[src/shared/cpl_pkg.sv]
// ==========================================================
// Palette constants, field layouts and helpers
// ==========================================================
package cpl_pkg;

   // Table geometry
   localparam int CPL_ENTRIES     = 16;   // Palette entries
   localparam int CPL_ABITS       = 5;    // Byte address width
   localparam int CPL_FIFO_DEPTH  = 8;    // Write buffer depth
   localparam int CPL_SYNC_STAGES = 2;    // Pin synchroniser depth

   // Pin encodings
   localparam logic CPL_MODE_NONMUX = 1'b1; // Mode pin high
   localparam logic CPL_DS_SPLIT    = 1'b1; // Strobe high at latch
   localparam logic CPL_RW_READ     = 1'b1; // Direction high reads
   localparam logic CPL_AS_ADDR     = 1'b1; // Select addr register

   // Byte layout details
   localparam logic [2:0] CPL_ODD_PAD = 3'h0; // Unused upper bits
   localparam logic [4:0] CPL_ADDR_STEP = 5'h01; // Auto-increment

   // One palette entry, 13 bits
   typedef struct packed {
      logic       overlay;
      logic [3:0] third;
      logic [3:0] second;
      logic [3:0] first;
   } cpl_entry_t;

   // One buffered host write
   typedef struct packed {
      logic [CPL_ABITS-1:0] addr;
      logic [7:0]           data;
   } cpl_wr_t;

   // Host pins, carried together through the synchroniser
   typedef struct packed {
      logic       as;
      logic       ds;
      logic       rw;
      logic       csl_n;
      logic       csh;
      logic [7:0] bus;
   } cpl_hostpins_t;

   // Entry number of a byte address
   function automatic logic [3:0] cpl_entry_idx(logic [4:0] a);
      return a[4:1];
   endfunction

   // Byte as seen by the host
   function automatic logic [7:0] cpl_byte_of(cpl_entry_t e,
                                              logic odd);
      return odd ? {CPL_ODD_PAD, e.overlay, e.third}
                 : {e.second, e.first};
   endfunction

   // Entry after a host byte write; pad bits dropped
   function automatic cpl_entry_t cpl_merge(cpl_entry_t e, logic odd,
                                            logic [7:0] d);
      cpl_entry_t r;
      r = e;
      if (odd)
      begin
         r.overlay = d[4];
         r.third   = d[3:0];
      end
      else
      begin
         r.second = d[7:4];
         r.first  = d[3:0];
      end
      return r;
   endfunction

endpackage

[src/logic/cpl_sync.sv]
// ==========================================================
// Multi-bit level synchroniser
// ==========================================================
module cpl_sync #(
   parameter int WIDTH  = 1,
   parameter int STAGES = 2
) (
   // Clock and reset
   input  wire logic             clk_sys,
   input  wire logic             rstn,
   // Levels in and out
   input  wire logic [WIDTH-1:0] d,
   output logic      [WIDTH-1:0] q
);

   // Fewer than two flops is no synchroniser
   if (STAGES < 2)
   begin : g_bad
      $error("cpl_sync needs at least two stages");
   end

   logic [WIDTH-1:0] stage_reg [STAGES]; // Flop chain

   // Shift chain; first flop feeds only the second
   always_ff @(posedge clk_sys or negedge rstn)
   begin
      if (!rstn)
      begin
         for (int i = 0; i < STAGES; i++)
            stage_reg[i] <= '0;
      end
      else
      begin
         stage_reg[0] <= d;
         for (int i = 1; i < STAGES; i++)
            stage_reg[i] <= stage_reg[i-1];
      end
   end

   assign q = stage_reg[STAGES-1];

endmodule

[src/logic/cpl_fifo.sv]
// ==========================================================
// Flop-based FIFO with valid/ready on both sides
// ==========================================================
module cpl_fifo #(
   parameter int WIDTH = 13,
   parameter int DEPTH = 8
) (
   // Clock and reset
   input  wire logic             clk_sys,
   input  wire logic             rstn,
   // Fill side
   input  wire logic             in_valid,
   output logic                  in_ready,
   input  wire logic [WIDTH-1:0] in_data,
   // Drain side
   output logic                  out_valid,
   input  wire logic             out_ready,
   output logic      [WIDTH-1:0] out_data
);

   localparam int AW = $clog2(DEPTH); // Index width

   // Pointer wrap needs a power of two
   if (DEPTH < 2 || (1 << AW) != DEPTH)
   begin : g_bad
      $error("cpl_fifo depth must be a power of two, two or more");
   end

   logic [WIDTH-1:0] mem_reg [DEPTH]; // Storage flops
   logic [AW:0]      wr_ptr_reg;      // Extra bit tells full
   logic [AW:0]      rd_ptr_reg;      // from empty
   logic             push;
   logic             pop;

   // Honest flags from the pointers
   assign out_valid = (wr_ptr_reg != rd_ptr_reg);
   assign in_ready  = !((wr_ptr_reg[AW] != rd_ptr_reg[AW]) &&
                        (wr_ptr_reg[AW-1:0] == rd_ptr_reg[AW-1:0]));
   assign push      = in_valid && in_ready;
   assign pop       = out_valid && out_ready;
   assign out_data  = mem_reg[rd_ptr_reg[AW-1:0]];

   // Storage write
   always_ff @(posedge clk_sys or negedge rstn)
   begin
      if (!rstn)
      begin
         for (int i = 0; i < DEPTH; i++)
            mem_reg[i] <= '0;
      end
      else if (push)
      begin
         mem_reg[wr_ptr_reg[AW-1:0]] <= in_data;
      end
   end

   // Write pointer
   always_ff @(posedge clk_sys or negedge rstn)
   begin
      if (!rstn)
         wr_ptr_reg <= '0;
      else if (push)
         wr_ptr_reg <= wr_ptr_reg + 1'b1;
   end

   // Read pointer
   always_ff @(posedge clk_sys or negedge rstn)
   begin
      if (!rstn)
         rd_ptr_reg <= '0;
      else if (pop)
         rd_ptr_reg <= rd_ptr_reg + 1'b1;
   end

endmodule

[src/logic/cpl_palette_top.sv]
// ==========================================================
// Colour palette look-up with host port and video path
// ==========================================================

// Function
// - Sixteen entries: three nibbles plus overlay
// - Mode pin high selects non-multiplexed port
// - Non-mux: latch strobe selects register
// - Mux: latch address, strobe, selects on fall
// - Non-mux: drive and transfer while strobe high
// - Mux: latched strobe picks bus convention
// - Direction high reads, low writes
// - Selected when both selects true; mux mode checks them at latch fall
// - Mux holds latched select while strobe low
// - Dot edge registers pixel, loads outputs
// - Pixel index register picks video entry
// - Overlay output registered on dot edge
// - Colours appear one dot period later
// - Registered blanking forces outputs low
// - Reset pin blanks colours until access
// - Entry N at bytes 2N, 2N+1
// - Write-only address, read/write data register
// - Non-mux data access increments address modulo 32
// - Chip select forces outputs low
module cpl_palette_top #(
   parameter int FIFO_DEPTH = cpl_pkg::CPL_FIFO_DEPTH
) (
   // System
   input  wire logic       clk_sys,
   input  wire logic       rstn,
   // Host bus
   input  wire logic       bus_mode_select,
   input  wire logic       addr_latch_strobe,
   input  wire logic       data_strobe_in,
   input  wire logic       read_write_select,
   input  wire logic       chip_select_low_n,
   input  wire logic       chip_select_high,
   input  wire logic [7:0] addr_data_in,
   output logic      [7:0] addr_data_out,
   output logic            addr_data_oe,
   // Video input
   input  wire logic       dot_clock,
   input  wire logic [3:0] pixel_index,
   input  wire logic       blanking_in,
   input  wire logic       blank_reset_in,
   // Video output
   output logic      [3:0] color_out_a,
   output logic      [3:0] color_out_b,
   output logic      [3:0] color_out_c,
   output logic            overlay_flag
);
   import cpl_pkg::*;

   // =======================================================
   // Declarations
   // =======================================================
   cpl_hostpins_t        pins_raw;      // Pins as they arrive
   cpl_hostpins_t        pins_s;        // Synchronised pins
   cpl_hostpins_t        pins_q;        // One cycle older
   cpl_entry_t           pal_reg [CPL_ENTRIES]; // Palette table
   logic [CPL_ABITS-1:0] addr_reg;      // Host byte address
   logic                 split_reg;     // Separate-strobe bus
   logic                 sel_lat_reg;   // Select caught at latch
   logic                 nonmux;        // Port mode
   logic                 cs_live;       // Both selects true now
   logic                 selected;      // Device selected
   logic                 as_fall;       // Latch strobe fell
   logic                 ds_fall;       // Data strobe fell
   logic                 ds_rise;       // Data strobe rose
   logic                 rw_rise;       // Direction line rose
   logic                 wr_ev;         // Palette byte write
   logic                 rd_ev;         // Palette byte read done
   logic                 addr_wr_ev;    // Address register write
   logic                 pend_reg;      // Write waiting for FIFO
   cpl_wr_t              pend_word_reg; // Its address and data
   logic                 fifo_ready;    // FIFO can take a write
   logic                 drain_valid;   // Write ready to apply
   logic                 drain_ready;   // Table port free
   cpl_wr_t              drain_word;    // Write to apply
   logic                 dot_q;         // Dot clock one cycle old
   logic                 dot_rise;      // Dot clock rising edge
   logic [3:0]           idx_reg;       // Colour index register
   logic                 blank_reg;     // Registered blanking
   logic                 hold_reg;      // Reset blanking active
   cpl_entry_t           vid_entry;     // Entry at colour index
   cpl_entry_t           out_reg;       // Output registers

   // =======================================================
   // Host pin synchronisation
   // =======================================================
   assign pins_raw = {addr_latch_strobe, data_strobe_in,
                      read_write_select, chip_select_low_n,
                      chip_select_high, addr_data_in};

   // Data bus rides with the strobes, so both line up
   cpl_sync #(
      .WIDTH  ($bits(cpl_hostpins_t)),
      .STAGES (CPL_SYNC_STAGES)
   ) u_sync (
      .clk_sys (clk_sys),
      .rstn    (rstn),
      .d       (pins_raw),
      .q       (pins_s)
   );

   // Delayed copy for edge detection
   always_ff @(posedge clk_sys or negedge rstn)
   begin
      if (!rstn)
         pins_q <= '0;
      else
         pins_q <= pins_s;
   end

   // =======================================================
   // Selection and access decode
   // =======================================================
   assign nonmux  = (bus_mode_select == CPL_MODE_NONMUX);
   assign as_fall = pins_q.as && !pins_s.as;
   assign ds_fall = pins_q.ds && !pins_s.ds;
   assign ds_rise = !pins_q.ds && pins_s.ds;
   assign rw_rise = !pins_q.rw && pins_s.rw;
   assign cs_live = !pins_s.csl_n && pins_s.csh;

   // Mux mode keeps its latched select only while strobe low
   assign selected = nonmux ? cs_live
                            : (sel_lat_reg && !pins_s.as);

   // Access events close at the end of each strobe
   always_comb
   begin
      wr_ev      = 1'b0;
      rd_ev      = 1'b0;
      addr_wr_ev = 1'b0;
      addr_data_oe = 1'b0;
      if (!selected)
      begin
         // Unselected: bus ignored
      end
      else if (nonmux)
      begin
         // Strobe high marks the transfer window
         addr_data_oe = pins_s.ds && (pins_s.rw == CPL_RW_READ) &&
                        (pins_s.as != CPL_AS_ADDR);
         addr_wr_ev = ds_fall && (pins_q.as == CPL_AS_ADDR) &&
                      (pins_q.rw != CPL_RW_READ);
         wr_ev = ds_fall && (pins_q.as != CPL_AS_ADDR) &&
                 (pins_q.rw != CPL_RW_READ);
         rd_ev = ds_fall && (pins_q.as != CPL_AS_ADDR) &&
                 (pins_q.rw == CPL_RW_READ);
      end
      else if (split_reg == CPL_DS_SPLIT)
      begin
         // Read strobe low reads; write strobe rising ends it
         addr_data_oe = !pins_s.ds;
         wr_ev = rw_rise;
         rd_ev = ds_rise;
      end
      else
      begin
         // Combined strobe with a direction line
         addr_data_oe = pins_s.ds && (pins_s.rw == CPL_RW_READ);
         wr_ev = ds_fall && (pins_q.rw != CPL_RW_READ);
         rd_ev = ds_fall && (pins_q.rw == CPL_RW_READ);
      end
   end

   // Bus convention and select caught at latch fall
   always_ff @(posedge clk_sys or negedge rstn)
   begin
      if (!rstn)
      begin
         split_reg   <= 1'b0;
         sel_lat_reg <= 1'b0;
      end
      else if (!nonmux && as_fall)
      begin
         split_reg   <= pins_s.ds;
         sel_lat_reg <= cs_live;
      end
   end

   // Address register: latched, written, or stepped
   always_ff @(posedge clk_sys or negedge rstn)
   begin
      if (!rstn)
         addr_reg <= '0;
      else if (!nonmux && as_fall)
         addr_reg <= pins_s.bus[CPL_ABITS-1:0];
      else if (nonmux && addr_wr_ev)
         addr_reg <= pins_q.bus[CPL_ABITS-1:0];
      else if (nonmux && (wr_ev || rd_ev))
         addr_reg <= addr_reg + CPL_ADDR_STEP;
   end

   // Read data follows the addressed byte every cycle
   always_ff @(posedge clk_sys or negedge rstn)
   begin
      if (!rstn)
         addr_data_out <= '0;
      else
         addr_data_out <= cpl_byte_of(pal_reg[cpl_entry_idx(addr_reg)],
                                      addr_reg[0]);
   end

   // =======================================================
   // Write buffering
   // =======================================================
   // A write waits here if the FIFO is full; a second one
   // arriving before it drains replaces it
   always_ff @(posedge clk_sys or negedge rstn)
   begin
      if (!rstn)
      begin
         pend_reg      <= 1'b0;
         pend_word_reg <= '0;
      end
      else if (wr_ev)
      begin
         pend_reg      <= 1'b1; // New write wins over the hand-off
         pend_word_reg <= {addr_reg, pins_q.bus};
      end
      else if (fifo_ready)
      begin
         pend_reg <= 1'b0;
      end
   end

   // Video fetch owns the table on dot edges, so drain stalls
   assign drain_ready = !dot_rise;

   cpl_fifo #(
      .WIDTH ($bits(cpl_wr_t)),
      .DEPTH (FIFO_DEPTH)
   ) u_fifo (
      .clk_sys   (clk_sys),
      .rstn      (rstn),
      .in_valid  (pend_reg),
      .in_ready  (fifo_ready),
      .in_data   (pend_word_reg),
      .out_valid (drain_valid),
      .out_ready (drain_ready),
      .out_data  (drain_word)
   );

   // =======================================================
   // Palette storage
   // =======================================================
   // Byte write merges into the entry; pad bits dropped
   always_ff @(posedge clk_sys or negedge rstn)
   begin
      if (!rstn)
      begin
         for (int i = 0; i < CPL_ENTRIES; i++)
            pal_reg[i] <= '0;
      end
      else if (drain_valid && drain_ready)
      begin
         pal_reg[cpl_entry_idx(drain_word.addr)] <=
            cpl_merge(pal_reg[cpl_entry_idx(drain_word.addr)],
                      drain_word.addr[0], drain_word.data);
      end
   end

   // =======================================================
   // Video path
   // =======================================================
   assign dot_rise  = dot_clock && !dot_q;
   assign vid_entry = pal_reg[idx_reg];

   // Dot clock edge detector
   always_ff @(posedge clk_sys or negedge rstn)
   begin
      if (!rstn)
         dot_q <= 1'b0;
      else
         dot_q <= dot_clock;
   end

   // Pixel and blanking capture
   always_ff @(posedge clk_sys or negedge rstn)
   begin
      if (!rstn)
      begin
         idx_reg   <= '0;
         blank_reg <= 1'b0;
      end
      else if (dot_rise)
      begin
         idx_reg   <= pixel_index;
         blank_reg <= blanking_in;
      end
   end

   // Reset blanking: pin sets it, host access ends it
   always_ff @(posedge clk_sys or negedge rstn)
   begin
      if (!rstn)
         hold_reg <= 1'b0;
      else if (blank_reset_in)
         hold_reg <= 1'b1;
      else if (wr_ev || rd_ev || addr_wr_ev)
         hold_reg <= 1'b0;
   end

   // Output registers; select and reset forcing act at once, blanking on dot edge
   always_ff @(posedge clk_sys or negedge rstn)
   begin
      if (!rstn)
         out_reg <= '0;
      else if (selected || hold_reg || blank_reset_in)
         out_reg <= '0;
      else if (dot_rise && blank_reg)
         out_reg <= '0;
      else if (dot_rise)
         out_reg <= vid_entry;
   end

   assign color_out_a  = out_reg.first;
   assign color_out_b  = out_reg.second;
   assign color_out_c  = out_reg.third;
   assign overlay_flag = out_reg.overlay;
endmodule

[config.mk]
export PLATFORM = sky130hd
export DESIGN_NAME = cpl_palette_top
export DESIGN_NICKNAME = d
export VERILOG_FILES = /design/src/shared/cpl_pkg.sv /design/src/logic/cpl_sync.sv /design/src/logic/cpl_fifo.sv /design/src/logic/cpl_palette_top.sv
export SDC_FILE = /design/constraint.sdc
export NUM_CORES = 1
export LEC_CHECK = 0
export BUFFER_PORTS_ARGS = -buffer_cell sky130_fd_sc_hd__buf_2
export CORE_ASPECT_RATIO = 1.5
export CORE_MARGIN = 1
export CORE_UTILIZATION = 50
export DETAILED_ROUTE_END_ITERATION = 16
export PLACE_DENSITY = 0.69
export SKIP_CTS_REPAIR_TIMING = 1
export SLEW_MARGIN = 20
export SYNTH_ARGS = -nofsm -noshare
export SYNTH_HDL_FRONTEND = slang
export SYNTH_SLANG_ARGS = --single-unit
[constraint.sdc]
create_clock -name clk_sys -period 2.5 [get_ports clk_sys]
set_input_delay 0.625 -clock clk_sys [delete_from_list [all_inputs] [get_ports clk_sys]]
set_output_delay 0.625 -clock clk_sys [all_outputs]
set_load 0.03 [all_outputs]
==> impl_results.md <==
* Met3 wire length at approximately 2700 µm
* Slew Limit Fails at 0
* First-pass GRT wire length at between 80000 and 90000 µm
* Power Total at between 20 and 30 mW
* Async S/R FF share, synth at 100%
* Fmax at ~320 MHz
* Vias per std cell at roughly 6.2
* Relative slew margins at 60.8%
* WP data required at about 3000 ps
* Synth top area share at between 40 and 50%
* DRT Wirelength at 58000 µm
* Synthesized area at roughly 21000 µm²
* Critical Path Source Type: flop
* Avg Cell Area, Syn at roughly 14 µm²
* Placed Cells at between 2000 and 2500
* Initial antenna violation count at 0
* Final period utilization at 123%
* Vias in the first global route at 14781
* RSZ-0062 raised after global routing: yes
* Failing checks: setup timing
* Hold Crit Class: in -> reg
* Combinational share of power at roughly 45%
* Mapped Nets at approximately 1500
* Crit path kind: reg -> reg
* Root Buffer: clkbuf_16
* Ports at 45
* Critical Path AT at approximately 3500 ps
* Post-synth EDFFs at 0
* Antenna viol nets, final at 0
* Clk slew on worst S/H paths at approximately 60 ps
* Routed vias at approximately 14000
* Worst Path Max Fanout at 56
* Final WS setup at -583 ps
* Top cells by area, synth: dfrtp_1, mux2_2, mux4_2
* Run status: finished, violations left
* Design area at roughly 25000 µm²
* Clock network power share at roughly 23%
* Core ar. at ~42000 µm²
* TritonRoute pass-1 iters at 6
* Die span in y at 254 µm
* Sequential-to-total area share from yosys stat at approximately 48%
* Switch share at 36.6%
* Cells after Synth at 1488
* Fin nets at 1683
* Net switching power at approximately 11 mW
* Placed cell areas at between 20000 and 25000 µm²
* Final hold violations at 0
* DR WL met2 at 30200 µm
* Site Rows at 92
* Synth Flop Type: dfrtp_1
* Final setup fails at about 210
* CTS tree: built
* Synth Register Bits at between 400 and 500
* Drt drc at 0
* Wire per inst at between 20 and 30 µm
* Max cap viols at 0
* Most common cell in the synthesized netlist: dfrtp_1
* Worst-Margin Slew at 588 ps
* Initial DRC count at between 1000 and 1500
* Area Overhead vs Synth at 18.8%
* Tmin final at between 3000 and 4000 ps
* Antenna cells at 0
* Setup TNS Final at -95760 ps
* Peak VDD IR at about 0.65 mV
* Num CTS Buffers at between 40 and 50
* Commonest cells post-synth: dfrtp_1, mux2_2, mux4_2, mux2i_1, nor2_1
* Pwr/cell area at about 1200 nW/µm²
* DP Wirelength at between 30000 and 40000 µm
* CP Capture Type: flop
* R2R setup slack at -580 ps
* Clock Sink Count at 406
* Top layer in use: met4
* Pin count of the biggest net entering global routing at between 100 and 150
* Full die area at between 40000 and 50000 µm²
* Synth warn at 0
* Post-synth top area cell: dfrtp_1
* Share of cells above drive strength 1 at around 50%
* GP Congestion at 0.904
* Internal power at between 15 and 20 mW
* Clock Tree Buf Depth at 3
* Input/output buffers at 44
* Clk Latency, worst-skew pair at ~570 ps
* Wl on met1 at around 21000 µm
* # H-tree levels at 2
* GR Overflow Total at 0
* Initial Util at roughly half
* Core Util, Final at roughly 60%
* Yosys cell types at 54
* Final Non-Filler Cells at about 2300
* Die width at ~170 µm
* Largest register FFs at 208
* Worst clock skew at around 22 ps
* Leak pwr at 11.8 nW
* Register share of total power at between 30% and 40%
* Total GRT Usage at approximately 28%
per-layer routing:
metal	vias up	GRT usage, %
li1	5978	-
met1	7281	32.7
met2	459	48.7
met3	181	3.45
met4	0	17.1
met5	-	0
stage by stage:
step / hold slack (ps) / worst slack, ps
after floorplan: 329 / -235
after global placement: 331 / -542
after detailed placement: 335 / -586
after CTS: -78.6 / -604
after global routing: 137 / -642
final: 160 / -583
cell usage in the layout (no fill, tap or decap), types with 19 or more instances in the layout:
| cell | n |
|---|---|
| clkbuf_16 | 41 |
| mux2i_1 | 75 |
| buf_4 | 158 |
| mux2_2 | 359 |
| o21ai_0 | 35 |
| buf_2 | 43 |
| nand2_1 | 65 |
| inv_1 | 19 |
| buf_12 | 41 |
| dfrtp_1 | 401 |
| nor2_1 | 67 |
| mux4_2 | 153 |
power groups by stage:
stage | clock network (mW) | logic, mW | registers [mW]
after floorplan | 0 | 8.07 | 8.85
after global placement | 0 | 12.7 | 9.31
after detailed placement | 0 | 12.9 | 9.39
after CTS | 6.72 | 13.0 | 9.28
after global routing | 6.98 | 14.0 | 9.49
final | 6.59 | 13.2 | 9.30
worst max-delay path, stage by stage (launching register included):
cell	delay, ps
dfrtp_2	480
mux2i_1	150
mux4_4	630
buf_12	250
mux2_1	360
a222oi_1	400
a41oi_2	230
buf_4	200
mux2_2	260
kinds of logic (layout without fill, tap and decap cells):
kind of cell	Yosys count	count (layout)	share of synthesized area, %
mux	608	608	39.9
flops	406	406	47.8
simple gates	211	211	4.63
buf+inv	137	338	3.02
compound gates	110	110	3.88
xor+xnor	13	13	0.536
fa+ha+maj	3	3	0.177
final cells by class:
type | count | area, µm²
Clock inverter | 22 | 319
Clock buffer | 53 | 1140
Timing Repair Buffer | 244 | 2250
Multi-Input combinational cell | 945 | 10600
Fill cell | 3230 | 16800
Sequential cell | 406 | 10200
Inverter | 19 | 71.3
Tap cell | 564 | 706
path summary, 6_finish.rpt:
check / startpoint / end / cells past startpoint
worst max-delay path: u_fifo.rd_ptr_reg[1] / pal_reg[150] / 8
worst min-delay path: addr_data_in[4] / u_sync.stage_reg[17] / 1
worst max register to register: u_fifo.rd_ptr_reg[1] / pal_reg[150] / 8
worst min register to register: u_sync.q[6] / pins_q[6] / 0
max in group asynchronous: rstn / addr_reg[1] / 3
min in group asynchronous: rstn / pal_reg[195] / 2
Power figures use the tool's default switching activity.
